$ cat src/vfc_pkg.sv
package vfc_pkg;

  timeunit 1ns;
  timeprecision 1ps;

  localparam logic [7:0]  CTRL_OFFSET       = 8'h00;
  localparam logic [31:0] CTRL_RESET        = 32'h0000_0000;
  // Bits that hold state; others read as zero, except bits 14 and 13, which read the host copies
  localparam logic [31:0] CTRL_STORE_MASK   = 32'h003F_1EE0;
  localparam logic [31:0] CTRL_MIRROR_MASK  = 32'h0000_6000;

  localparam int BUS_HOLDER_BIT     = 21;
  localparam int PM_VISIBLE_BIT     = 20;
  localparam int TEST_SELECT_BIT    = 19;
  localparam int FAST_PROM_BIT      = 18;
  localparam int COMBINE_LSB        = 16;
  localparam int PHY_PROGRAM_BIT    = 14;
  localparam int PHY_ENHANCE_BIT    = 13;
  localparam int RATE_LOCK_BIT      = 12;
  localparam int DETECTOR_OFF_BIT   = 11;
  localparam int FORCE_ABSENT_BIT   = 10;
  localparam int ACK_CONCAT_BIT     = 9;
  localparam int ACK_ACCEL_BIT      = 7;
  localparam int MULTIRATE_BIT      = 6;
  localparam int IDLE_INSERT_BIT    = 5;

  localparam logic [7:0] LOST_LIMIT = 8'hFF;

  typedef enum logic [1:0] {
    COMBINE_XOR  = 2'b00,
    COMBINE_AND  = 2'b01,
    COMBINE_OR   = 2'b10,
    COMBINE_XOR2 = 2'b11
  } combine_mode_type;

  typedef struct packed {
    logic        wr_en;
    logic        rd_en;
    logic [7:0]  addr;
    logic [3:0]  be;
    logic [31:0] wdata;
  } reg_req_type;

  typedef struct packed {
    logic ack_concat;
    logic ack_accel;
    logic multirate;
    logic idle_insert;
  } phy_feature_type;

endpackage
$ cat src/vendor_feature_control.sv
module vendor_feature_control #(
  parameter int         PROM_DIV_NORMAL = 500,
  parameter int         PROM_DIV_FAST   = 25,
  parameter logic [2:0] LINK_RATE_RESET = 3'h0
) (
  input  wire logic                     clk_in,               // 200 MHz
  input  wire logic                     rst_b_in,             // Async reset
  input  wire vfc_pkg::reg_req_type     reg_req_in,           // Reg access
  output logic [31:0]                   reg_rdata_out,        // Read data
  output logic                          reg_rvalid_out,       // Read done
  input  wire logic                     prom_load_valid_in,   // EEPROM load
  input  wire logic [31:0]              prom_load_data_in,    // Load word
  input  wire logic                     host_phy_program_in,  // Host bit 23
  input  wire logic                     host_phy_enhance_in,  // Host bit 22
  output logic                          host_bits_wr_out,     // Mirror write
  output logic                          host_program_wr_out,  // New bit 23
  output logic                          host_enhance_wr_out,  // New bit 22
  input  wire logic                     link_rate_wr_in,      // Rate write
  input  wire logic [2:0]               link_rate_wdata_in,   // Rate value
  output logic [2:0]                    link_rate_field_out,  // Rate field
  input  wire logic                     cycle_lost_in,        // Lost pulse
  input  wire logic                     cycle_seen_in,        // Start seen
  output logic                          no_cycle_master_out,  // Absent
  input  wire logic                     nand_tree_in,         // Test source
  input  wire logic                     bist_status_in,       // Test source
  output logic                          test_output_pin_out,  // Test pin
  output logic                          bus_holder_en_out,    // Holders on
  output logic                          pm_visible_out,       // PM visible
  output logic                          prom_tick_out,        // EEPROM tick
  output vfc_pkg::phy_feature_type      phy_feature_out       // Results
);

  timeunit 1ns;
  timeprecision 1ps;

  localparam int DIV_W = $clog2(PROM_DIV_NORMAL + 1);

  // Divider ratios the tick logic can serve
  if (PROM_DIV_FAST < 1) begin : g_bad_fast_div
    $error("EEPROM fast divider below one");
  end
  if (PROM_DIV_NORMAL < PROM_DIV_FAST) begin : g_bad_normal_div
    $error("EEPROM normal divider below fast divider");
  end

  function automatic logic combine(input logic [1:0] mode,
                                   input logic enh, input logic modif);
    logic r;
    r = 1'b0;
    case (vfc_pkg::combine_mode_type'(mode))
      vfc_pkg::COMBINE_AND: r = enh & modif;
      vfc_pkg::COMBINE_OR:  r = enh | modif;
      default:              r = enh ^ modif;
    endcase
    return r;
  endfunction

  // Control register
  logic [31:0] ctrl_q;
  logic [31:0] ctrl_d;
  logic [31:0] wr_mask;
  logic        wr_hit;
  logic        mirror_wr;

  always_comb begin
    wr_mask = {{8{reg_req_in.be[3]}}, {8{reg_req_in.be[2]}},
               {8{reg_req_in.be[1]}}, {8{reg_req_in.be[0]}}};
    wr_hit  = reg_req_in.wr_en && (reg_req_in.addr == vfc_pkg::CTRL_OFFSET);
    ctrl_d  = ctrl_q;
    // EEPROM load wins over a software write in the same cycle
    if (prom_load_valid_in) begin
      ctrl_d = prom_load_data_in & vfc_pkg::CTRL_STORE_MASK;
    end else if (wr_hit) begin
      ctrl_d = (ctrl_q & ~(wr_mask & vfc_pkg::CTRL_STORE_MASK))
             | (reg_req_in.wdata & wr_mask
                & vfc_pkg::CTRL_STORE_MASK);
    end
    mirror_wr = 1'b0;
    if (prom_load_valid_in) begin
      mirror_wr = 1'b1;
    end else if (wr_hit) begin
      mirror_wr = |(wr_mask & vfc_pkg::CTRL_MIRROR_MASK);
    end
  end

  always_ff @(posedge clk_in or negedge rst_b_in) begin
    if (!rst_b_in) begin
      ctrl_q <= vfc_pkg::CTRL_RESET;
    end else begin
      ctrl_q <= ctrl_d;
    end
  end

  // Mirror bits track the host control register; writes pass through
  logic prog_copy_q;
  logic enh_copy_q;
  logic host_wr_q;
  logic host_prog_q;
  logic host_enh_q;
  logic src_prog;
  logic src_enh;

  // A load outranks a write, so its word feeds the host
  always_comb begin
    src_prog = reg_req_in.wdata[vfc_pkg::PHY_PROGRAM_BIT];
    src_enh  = reg_req_in.wdata[vfc_pkg::PHY_ENHANCE_BIT];
    if (prom_load_valid_in) begin
      src_prog = prom_load_data_in[vfc_pkg::PHY_PROGRAM_BIT];
      src_enh  = prom_load_data_in[vfc_pkg::PHY_ENHANCE_BIT];
    end
  end

  always_ff @(posedge clk_in or negedge rst_b_in) begin
    if (!rst_b_in) begin
      prog_copy_q <= 1'b0;
      enh_copy_q  <= 1'b0;
      host_wr_q   <= 1'b0;
      host_prog_q <= 1'b0;
      host_enh_q  <= 1'b0;
    end else begin
      prog_copy_q <= host_phy_program_in;
      enh_copy_q  <= host_phy_enhance_in;
      host_wr_q   <= mirror_wr;
      host_prog_q <= src_prog;
      host_enh_q  <= src_enh;
    end
  end

  // Read path, one cycle latency; unmapped offsets read zero
  logic [31:0] rdata_d;
  logic [31:0] rdata_q;
  logic        rvalid_d;
  logic        rvalid_q;

  // Data holds between reads; host bits read one cycle late
  always_comb begin
    rvalid_d = reg_req_in.rd_en;
    rdata_d  = rdata_q;
    if (reg_req_in.rd_en) begin
      rdata_d = 32'h0000_0000;
      if (reg_req_in.addr == vfc_pkg::CTRL_OFFSET) begin
        rdata_d = ctrl_q & vfc_pkg::CTRL_STORE_MASK;
        rdata_d[vfc_pkg::PHY_PROGRAM_BIT] = prog_copy_q;
        rdata_d[vfc_pkg::PHY_ENHANCE_BIT] = enh_copy_q;
      end
    end
  end

  always_ff @(posedge clk_in or negedge rst_b_in) begin
    if (!rst_b_in) begin
      rdata_q  <= 32'h0000_0000;
      rvalid_q <= 1'b0;
    end else begin
      rdata_q  <= rdata_d;
      rvalid_q <= rvalid_d;
    end
  end

  // Link-rate field guarded by the lock bit
  logic [2:0] rate_q;
  logic [2:0] rate_d;

  always_comb begin
    rate_d = rate_q;
    if (link_rate_wr_in && !ctrl_q[vfc_pkg::RATE_LOCK_BIT]) begin
      rate_d = link_rate_wdata_in;
    end
  end

  always_ff @(posedge clk_in or negedge rst_b_in) begin
    if (!rst_b_in) begin
      rate_q <= LINK_RATE_RESET;
    end else begin
      rate_q <= rate_d;
    end
  end

  // Absent-master detector: consecutive lost cycles, saturating
  logic [7:0] lost_q;
  logic [7:0] lost_d;
  logic       absent_q;
  logic       absent_d;

  always_comb begin
    lost_d = lost_q;
    if (ctrl_q[vfc_pkg::DETECTOR_OFF_BIT] || cycle_seen_in) begin
      lost_d = 8'h00;
    end else if (cycle_lost_in && lost_q != vfc_pkg::LOST_LIMIT) begin
      lost_d = lost_q + 8'h01;
    end
    // Force overrides; detector-off then has no effect
    absent_d = ctrl_q[vfc_pkg::FORCE_ABSENT_BIT]
             | (!ctrl_q[vfc_pkg::DETECTOR_OFF_BIT]
                && lost_q == vfc_pkg::LOST_LIMIT);
  end

  always_ff @(posedge clk_in or negedge rst_b_in) begin
    if (!rst_b_in) begin
      lost_q   <= 8'h00;
      absent_q <= 1'b0;
    end else begin
      lost_q   <= lost_d;
      absent_q <= absent_d;
    end
  end

  // EEPROM rate divider; the count carries over when the rate changes
  logic [DIV_W-1:0] div_q;
  logic [DIV_W-1:0] div_d;
  logic [DIV_W-1:0] div_top;
  logic             tick_q;
  logic             tick_d;

  always_comb begin
    div_top = ctrl_q[vfc_pkg::FAST_PROM_BIT]
            ? DIV_W'(PROM_DIV_FAST - 1) : DIV_W'(PROM_DIV_NORMAL - 1);
    tick_d  = 1'b0;
    div_d   = div_q + DIV_W'(1);
    if (div_q >= div_top) begin
      div_d  = '0;
      tick_d = 1'b1;
    end
  end

  always_ff @(posedge clk_in or negedge rst_b_in) begin
    if (!rst_b_in) begin
      div_q  <= '0;
      tick_q <= 1'b0;
    end else begin
      div_q  <= div_d;
      tick_q <= tick_d;
    end
  end

  // Feature enables and pins
  vfc_pkg::phy_feature_type feat_q;
  vfc_pkg::phy_feature_type feat_d;
  logic [1:0] mode;
  logic       test_d;
  logic       test_q;
  logic       holder_q;
  logic       pm_q;

  always_comb begin
    mode = ctrl_q[vfc_pkg::COMBINE_LSB +: 2];
    feat_d.ack_concat  = combine(mode, enh_copy_q,
                                 ctrl_q[vfc_pkg::ACK_CONCAT_BIT]);
    feat_d.ack_accel   = combine(mode, enh_copy_q,
                                 ctrl_q[vfc_pkg::ACK_ACCEL_BIT]);
    feat_d.multirate   = combine(mode, enh_copy_q,
                                 ctrl_q[vfc_pkg::MULTIRATE_BIT]);
    feat_d.idle_insert = combine(mode, enh_copy_q,
                                 ctrl_q[vfc_pkg::IDLE_INSERT_BIT]);
    test_d = ctrl_q[vfc_pkg::TEST_SELECT_BIT]
           ? bist_status_in : nand_tree_in;
  end

  always_ff @(posedge clk_in or negedge rst_b_in) begin
    if (!rst_b_in) begin
      feat_q   <= '0;
      test_q   <= 1'b0;
      holder_q <= 1'b0;
      pm_q     <= 1'b0;
    end else begin
      feat_q   <= feat_d;
      test_q   <= test_d;
      holder_q <= ctrl_q[vfc_pkg::BUS_HOLDER_BIT];
      pm_q     <= ctrl_q[vfc_pkg::PM_VISIBLE_BIT];
    end
  end

  assign reg_rdata_out       = rdata_q;
  assign reg_rvalid_out      = rvalid_q;
  assign host_bits_wr_out    = host_wr_q;
  assign host_program_wr_out = host_prog_q;
  assign host_enhance_wr_out = host_enh_q;
  assign link_rate_field_out = rate_q;
  assign no_cycle_master_out = absent_q;
  assign test_output_pin_out = test_q;
  assign bus_holder_en_out   = holder_q;
  assign pm_visible_out      = pm_q;
  assign prom_tick_out       = tick_q;
  assign phy_feature_out     = feat_q;

endmodule // vendor_feature_control

$ cat config.mk
export PLATFORM = sky130hd
export DESIGN_NAME = vendor_feature_control
export DESIGN_NICKNAME = d
export VERILOG_FILES = /design/src/vfc_pkg.sv /design/src/vendor_feature_control.sv
export SDC_FILE = /design/constraint.sdc
export NUM_CORES = 1
export LEC_CHECK = 0
export CAP_MARGIN = 20
export CORE_UTILIZATION = 40
export DETAILED_ROUTE_END_ITERATION = 7
export DONT_BUFFER_PORTS = 1
export SLEW_MARGIN = 10
export SYNTH_ARGS = -nofsm -noshare
export SYNTH_HDL_FRONTEND = slang
export SYNTH_SLANG_ARGS = --single-unit
$ cat constraint.sdc
create_clock -name clk_in -period 2.72 [get_ports clk_in]
set_clock_uncertainty 0.2 [all_clocks]
set_input_delay 0.136 -clock clk_in [delete_from_list [all_inputs] [get_ports clk_in]]
set_output_delay 0.136 -clock clk_in [all_outputs]
set_load 0.02 [all_outputs]
==> impl_metrics.env, run 1 <==
export IMPL_status="complete, no violations"
export IMPL_grt_busiest_layer="met2"
export IMPL_cts_buffers=9
export IMPL_nNetsFinal=446
export IMPL_synthTopCellsByCount="63 x dfrtp_1, 32 x inv_1, 32 x mux2_2"
export IMPL_clk_pin_slew_ps=70
export IMPL_grt_util_met2=0.286
export IMPL_yosysTopAreaCell="dfrtp_1"
export IMPL_end_kind="flop"
export IMPL_rows=31
export IMPL_r2r_slack_ps=420
export IMPL_synth_edf_count=0
export IMPL_fin_ws_ps=422
export IMPL_setup_tns_ps=0
export IMPL_crit_path_max_fanout=10
export IMPL_r2r_start="div_q[0]"
export IMPL_startpoint="div_q[0]"
export IMPL_slew_limit_headroom=0.389
export IMPL_core_sq_um=7410
export IMPL_met1_usage=0.219
export IMPL_crit_type="flop to flop"
export IMPL_grt_usage=0.179
export IMPL_layout_min_cycle_time_ps=2300
export IMPL_antenna_cells=0
export IMPL_die_h_um=90.3
export IMPL_grt_pass1_vias=2326
export IMPL_tightestPinTransition_ps=914
export IMPL_avgSynthCellArea_sq_um=11.0
export IMPL_min_from="cycle_lost_in"
export IMPL_postRouteAntennaNets=0
export IMPL_cts_htree_levels=3
export IMPL_netlist_area_sq_um=3120
export IMPL_drive_above_1_share=0.167
export IMPL_io_pins=139
export IMPL_use_met3=0.0699
export IMPL_setup_violations=0
export IMPL_synthToLayoutAreaGrowth_pct=24.3
export IMPL_ys_top_cells_by_area="dfrtp_1 51%, mux2_2 12%, ha_1 7.6%"
export IMPL_clk_latency_ps=340
export IMPL_viasPerCell=4.89
export IMPL_die_x_um=90.3
export IMPL_wl_per_cell_um=15.2
export IMPL_slew_viol_final=0
export IMPL_timing_max_cap_violations=0
export IMPL_peakVddDrop_v=0.000453
export IMPL_cp_data_arrival_time_ps=2360
export IMPL_async_flop_share=1.00
export IMPL_grt_pass1_wl_um=11200
export IMPL_drc=0
export IMPL_seq_area_frac_synth=0.505
export IMPL_routed_wl_um=6700
export IMPL_leakage_uw=0.00178
export IMPL_cts_path_max_buffers=2
export IMPL_vias=2152
export IMPL_io_buffers=0
export IMPL_grt_max_degree=64
export IMPL_cts_tree="done"
export IMPL_routabilityCongestion=0.783
export IMPL_root_buffer="clkbuf_8"
export IMPL_start_kind="flop"
export IMPL_initial_utilization=0.421
export IMPL_yosysMostFrequentCell="dfrtp_1"
export IMPL_clock_sinks=63
export IMPL_cts_resized_gates=0
export IMPL_ys_ff_latch=63
export IMPL_final_hold_viol_count=0
export IMPL_drtIter0Drc=77
export IMPL_pwr_density_cell_nw_per_um2=654
export IMPL_yosysUniqueCellTypes=38
export IMPL_post_cts_setup_buffers=0
export IMPL_min_delay_path_class="input port to flop"
export IMPL_dp_hpwl_um=4240
export IMPL_yosysWarnings=0
export IMPL_drt_first_pass_iters=4
export IMPL_required_ps=2780
export IMPL_fmax_ghz=0.435
export IMPL_power_uw=2540
export IMPL_synth_ff_type="dfrtp_1"
export IMPL_antenna_found_initial=0
export IMPL_netlist_instances=283
export IMPL_yosys_area_top_type_share=0.505
export IMPL_rsz0062_at_grt="no"
export IMPL_place_ws_ps=470
export IMPL_overflow=0
export IMPL_fin_crit_sh=0.845
export IMPL_die_area_sq_um=8150
-- worst paths after layout --
check / to / cells after the start
min in group asynchronous: link_rate_field_out[1] / 2
hold reg to reg: bus_holder_en_out / 0
hold / removal: lost_q[4] / 4
setup / recovery: div_q[8] / 6
setup reg to reg: div_q[8] / 6
max in group asynchronous: div_q[1] / 2
-- worst max-delay path, stage by stage (launching register included) --
cell and delay (ps):
dfrtp_1 390, inv_1 60, ha_1 250, nand2b_1 130
a2111oi_0 460, o221ai_1 500, nor2_1 230
-- per-layer routing --
metal  vias to the layer above  part of all wire
met4                         0             0.012
met1                      1021              0.44
met2                        99              0.47
met3                         6             0.078
met5                         -                 0
li1                       1026                 -
-- cells in the final DEF, fill, tap and decap left out, types with 2 or more instances in the layout --
master / instances
nand2b_1: 2
clkinvlp_4: 2
bufinv_16: 2
ha_1: 19
nor4_2: 2
xnor2_1: 3
dfrtp_1: 63
xor2_1: 9
clkinv_4: 2
a21oi_1: 2
o21ai_0: 19
o211ai_1: 2
inv_1: 32
nand4_1: 4
a22oi_1: 4
and3_1: 5
nor2_1: 15
nand2_1: 21
clkbuf_8: 9
nand4_2: 2
o31ai_1: 2
conb_1: 17
dlygate4sd3_1: 47
mux2_2: 32
nand3_1: 7
-- kinds of logic after synthesis --
logic type | synth area share
flip-flops | 0.505
AO/OA/AOI/OAI | 0.0714
other | 0.00120
XOR/XNOR | 0.0337
buffers and inverters | 0.0870
adder cells (fa/ha/maj) | 0.0762
AND/OR/NAND/NOR | 0.106
multiplexers | 0.119
-- area by class of cell --
type,instances,area (sq um)
well taps,99,124
inverters,32,120
flip-flops and latches,63,1580
clock buffers,9,124
fillers,657,3530
multi-input cells,181,1330
clock inverters,7,97.6
repair buffers,49,505
-- timing repair --
item | 4_1_cts | 5_1_grt
hold buffers | 48 | 0
setup endpoints to repair | 0 | 0
hold endpoints to repair | 109 | 0
-- stage by stage --
| step | cells | cell area, sq um | hold slack, ps | util |
|---|---|---|---|---|
| 2_1_floorplan | 299 | 3180 | -360 | - |
| 3_3_place_gp | 376 | 3160 | -358 | 0.426 |
| 3_5_place_dp | 376 | 3160 | -358 | 0.426 |
| 4_1_cts | 440 | 3880 | 35.0 | 0.524 |
| 5_1_grt | 440 | 3880 | 95.6 | 0.524 |
| 6_report | 440 | 3880 | 43.6 | 0.524 |
-- power by group --
part	internal [uW]	switching, uW	leakage, uW
combinational	235	206	0.000874
sequential	1050	143	0.000801
clock	517	388	0.000105
total	1800	737	0.00178
Power figures use the tool's default switching activity.
==> run 2, diff against run 1 <==
==> constraint.sdc (replaced) <==
create_clock -name clk_in -period 2.2 [get_ports clk_in]
set_clock_uncertainty 0.2 [all_clocks]
set_input_delay 0.11 -clock clk_in [delete_from_list [all_inputs] [get_ports clk_in]]
set_output_delay 0.11 -clock clk_in [all_outputs]
set_load 0.02 [all_outputs]
==> run 2 against run 1 <==
Net effect:
- global-route usage is 0.36 points lower
- wire length is 0.37% lower
- first-iteration DRC count is 18% lower
- critical path depth stayed put
- final area is 1.5% higher
- largest power group unchanged
==> impl_metrics.env, run 2 (synthesis gave the netlist of run 1 again) <==
export IMPL_status="complete, no violations"
export IMPL_io_pins=139
export IMPL_grt_pass1_wl_um=10900
export IMPL_cts_tree="done"
export IMPL_antenna_found_initial=0
export IMPL_routabilityCongestion=0.794
export IMPL_vias=2145
export IMPL_rsz0062_at_grt="no"
export IMPL_rows=31
export IMPL_cp_data_arrival_time_ps=2120
export IMPL_clock_sinks=63
export IMPL_slowest_stage="dlygate4sd3_1"
export IMPL_crit_path_max_fanout=5
export IMPL_layout_commonest_cell="dfrtp_1"
export IMPL_drive_above_1_share=0.177
export IMPL_peakVddDrop_v=0.000508
export IMPL_dp_hpwl_um=4250
export IMPL_slew_viol_final=0
export IMPL_slew_limit_headroom=0.411
export IMPL_viasPerCell=4.83
export IMPL_die_area_sq_um=8150
export IMPL_end_kind="flop"
export IMPL_pwr_density_cell_nw_per_um2=826
export IMPL_r2r_cells=6
export IMPL_crit_type="flop to flop"
export IMPL_max_stage_delay_ps=540
export IMPL_synthToLayoutAreaGrowth_pct=26.2
export IMPL_layout_common_cells="63 x dfrtp_1, 46 x dlygate4sd3_1, 32 x inv_1, 32 x mux2_2, 21 x nand2_1"
export IMPL_setup_violations=0
export IMPL_grt_pass1_vias=2230
export IMPL_antenna_cells=0
export IMPL_wl_per_cell_um=15.0
export IMPL_fin_crit_sh=0.950
export IMPL_cts_buffers=9
export IMPL_drtIter0Drc=63
export IMPL_core_sq_um=7410
export IMPL_required_ps=2230
export IMPL_die_x_um=90.3
export IMPL_clk_latency_ps=340
export IMPL_routed_wl_um=6670
export IMPL_fmax_ghz=0.478
export IMPL_grt_max_degree=64
export IMPL_initial_utilization=0.421
export IMPL_final_hold_viol_count=0
export IMPL_die_h_um=90.3
export IMPL_post_cts_setup_buffers=0
export IMPL_drt_first_pass_iters=4
export IMPL_postLayoutCoreUtil=0.531
export IMPL_cp_cell_sequence="ha_1 -> nand3_1 -> o211ai_1 -> xor2_1 -> nor2_1 -> dlygate4sd3_1"
export IMPL_postRouteAntennaNets=0
export IMPL_min_delay_path_class="input port to asynchronous set/reset pin"
export IMPL_grt_usage=0.175
export IMPL_timing_max_cap_violations=0
export IMPL_layout_min_cycle_time_ps=2090
export IMPL_setup_tns_ps=0
export IMPL_root_buffer="clkbuf_8"
export IMPL_cts_htree_levels=3
export IMPL_nNetsFinal=450
export IMPL_io_buffers=0
export IMPL_leakage_uw=0.00183
export IMPL_overflow=0
export IMPL_drc=0
export IMPL_cts_path_max_buffers=2
export IMPL_tightestPinTransition_ps=884
export IMPL_start_kind="flop"
export IMPL_clk_pin_slew_ps=80
## run 2: cell count changes in the layout (fill, tap and decap cells not counted), sizes merged
cell          change
buf               +4
bufinv            +1
clkinv            +1
clkinvlp          -2
dlygate4sd3       -1
dlymetal6s4s      +1
## run 2: layout make-up
cell class | instances | area, sq um
fillers | 662 | 3470
multi-input cells | 181 | 1330
clock buffers | 9 | 124
flip-flops and latches | 63 | 1580
well taps | 99 | 124
repair buffers | 53 | 538
inverters | 32 | 120
clock inverters | 7 | 121
## run 2: where the power goes
part           leakage [uW]  total [uW]  switching, uW  internal [uW]
combinational      0.000903         557            258            299
clock              0.000123        1220            467            756
sequential         0.000801        1470            177           1300
## run 2: path summary, 6_finish.rpt
kind,start,endpoint,slack (ps)
max in group asynchronous,rst_b_in,phy_feature_out[0],1450
setup / recovery,lost_q[0],lost_q[3],110
setup reg to reg,lost_q[0],lost_q[3],110
hold / removal,rst_b_in,link_rate_field_out[1],90
hold reg to reg,flop,bus_holder_en_out,210
min in group clk_in,reg_req_in[44],reg_rdata_out[18],90
## run 2: critical path: cells and delay by family (launching register included)
family | cells | cell delay [ps]
AO/OA/AOI/OAI | 1 | 220
XOR/XNOR | 1 | 180
adder cells (fa/ha/maj) | 1 | 220
buffers and inverters | 1 | 540
flip-flops | 1 | 430
AND/OR/NAND/NOR | 2 | 200
## run 2: timing repair
item	in CTS	in global routing
gates resized for setup	0	2
endpoints found under the hold margin	109	0
endpoints found under the setup margin	0	16
hold buffers	48	0
## run 2: per-layer routing
layer | share of wire | GRT usage | up-vias
li1 | - | - | 1037
met1 | 0.44 | 0.216 | 1004
met2 | 0.47 | 0.277 | 90
met3 | 0.072 | 0.0564 | 14
met4 | 0.020 | 0.0847 | 0
met5 | 0 | 0 | -
## run 2: per-stage QoR
stage               area, sq um  std cells  total power (uW)  hold WS (ps)  setup WS [ps]
floorplan                  3180        299              1830          -386            138
finish                     3940        444              3250          86.5            109
global route               3940        444              3450           109           3.46
CTS                        3930        444              3290          82.6           10.3
global placement           3190        380              1890          -384            196
detailed placement         3190        380              1910          -384            106
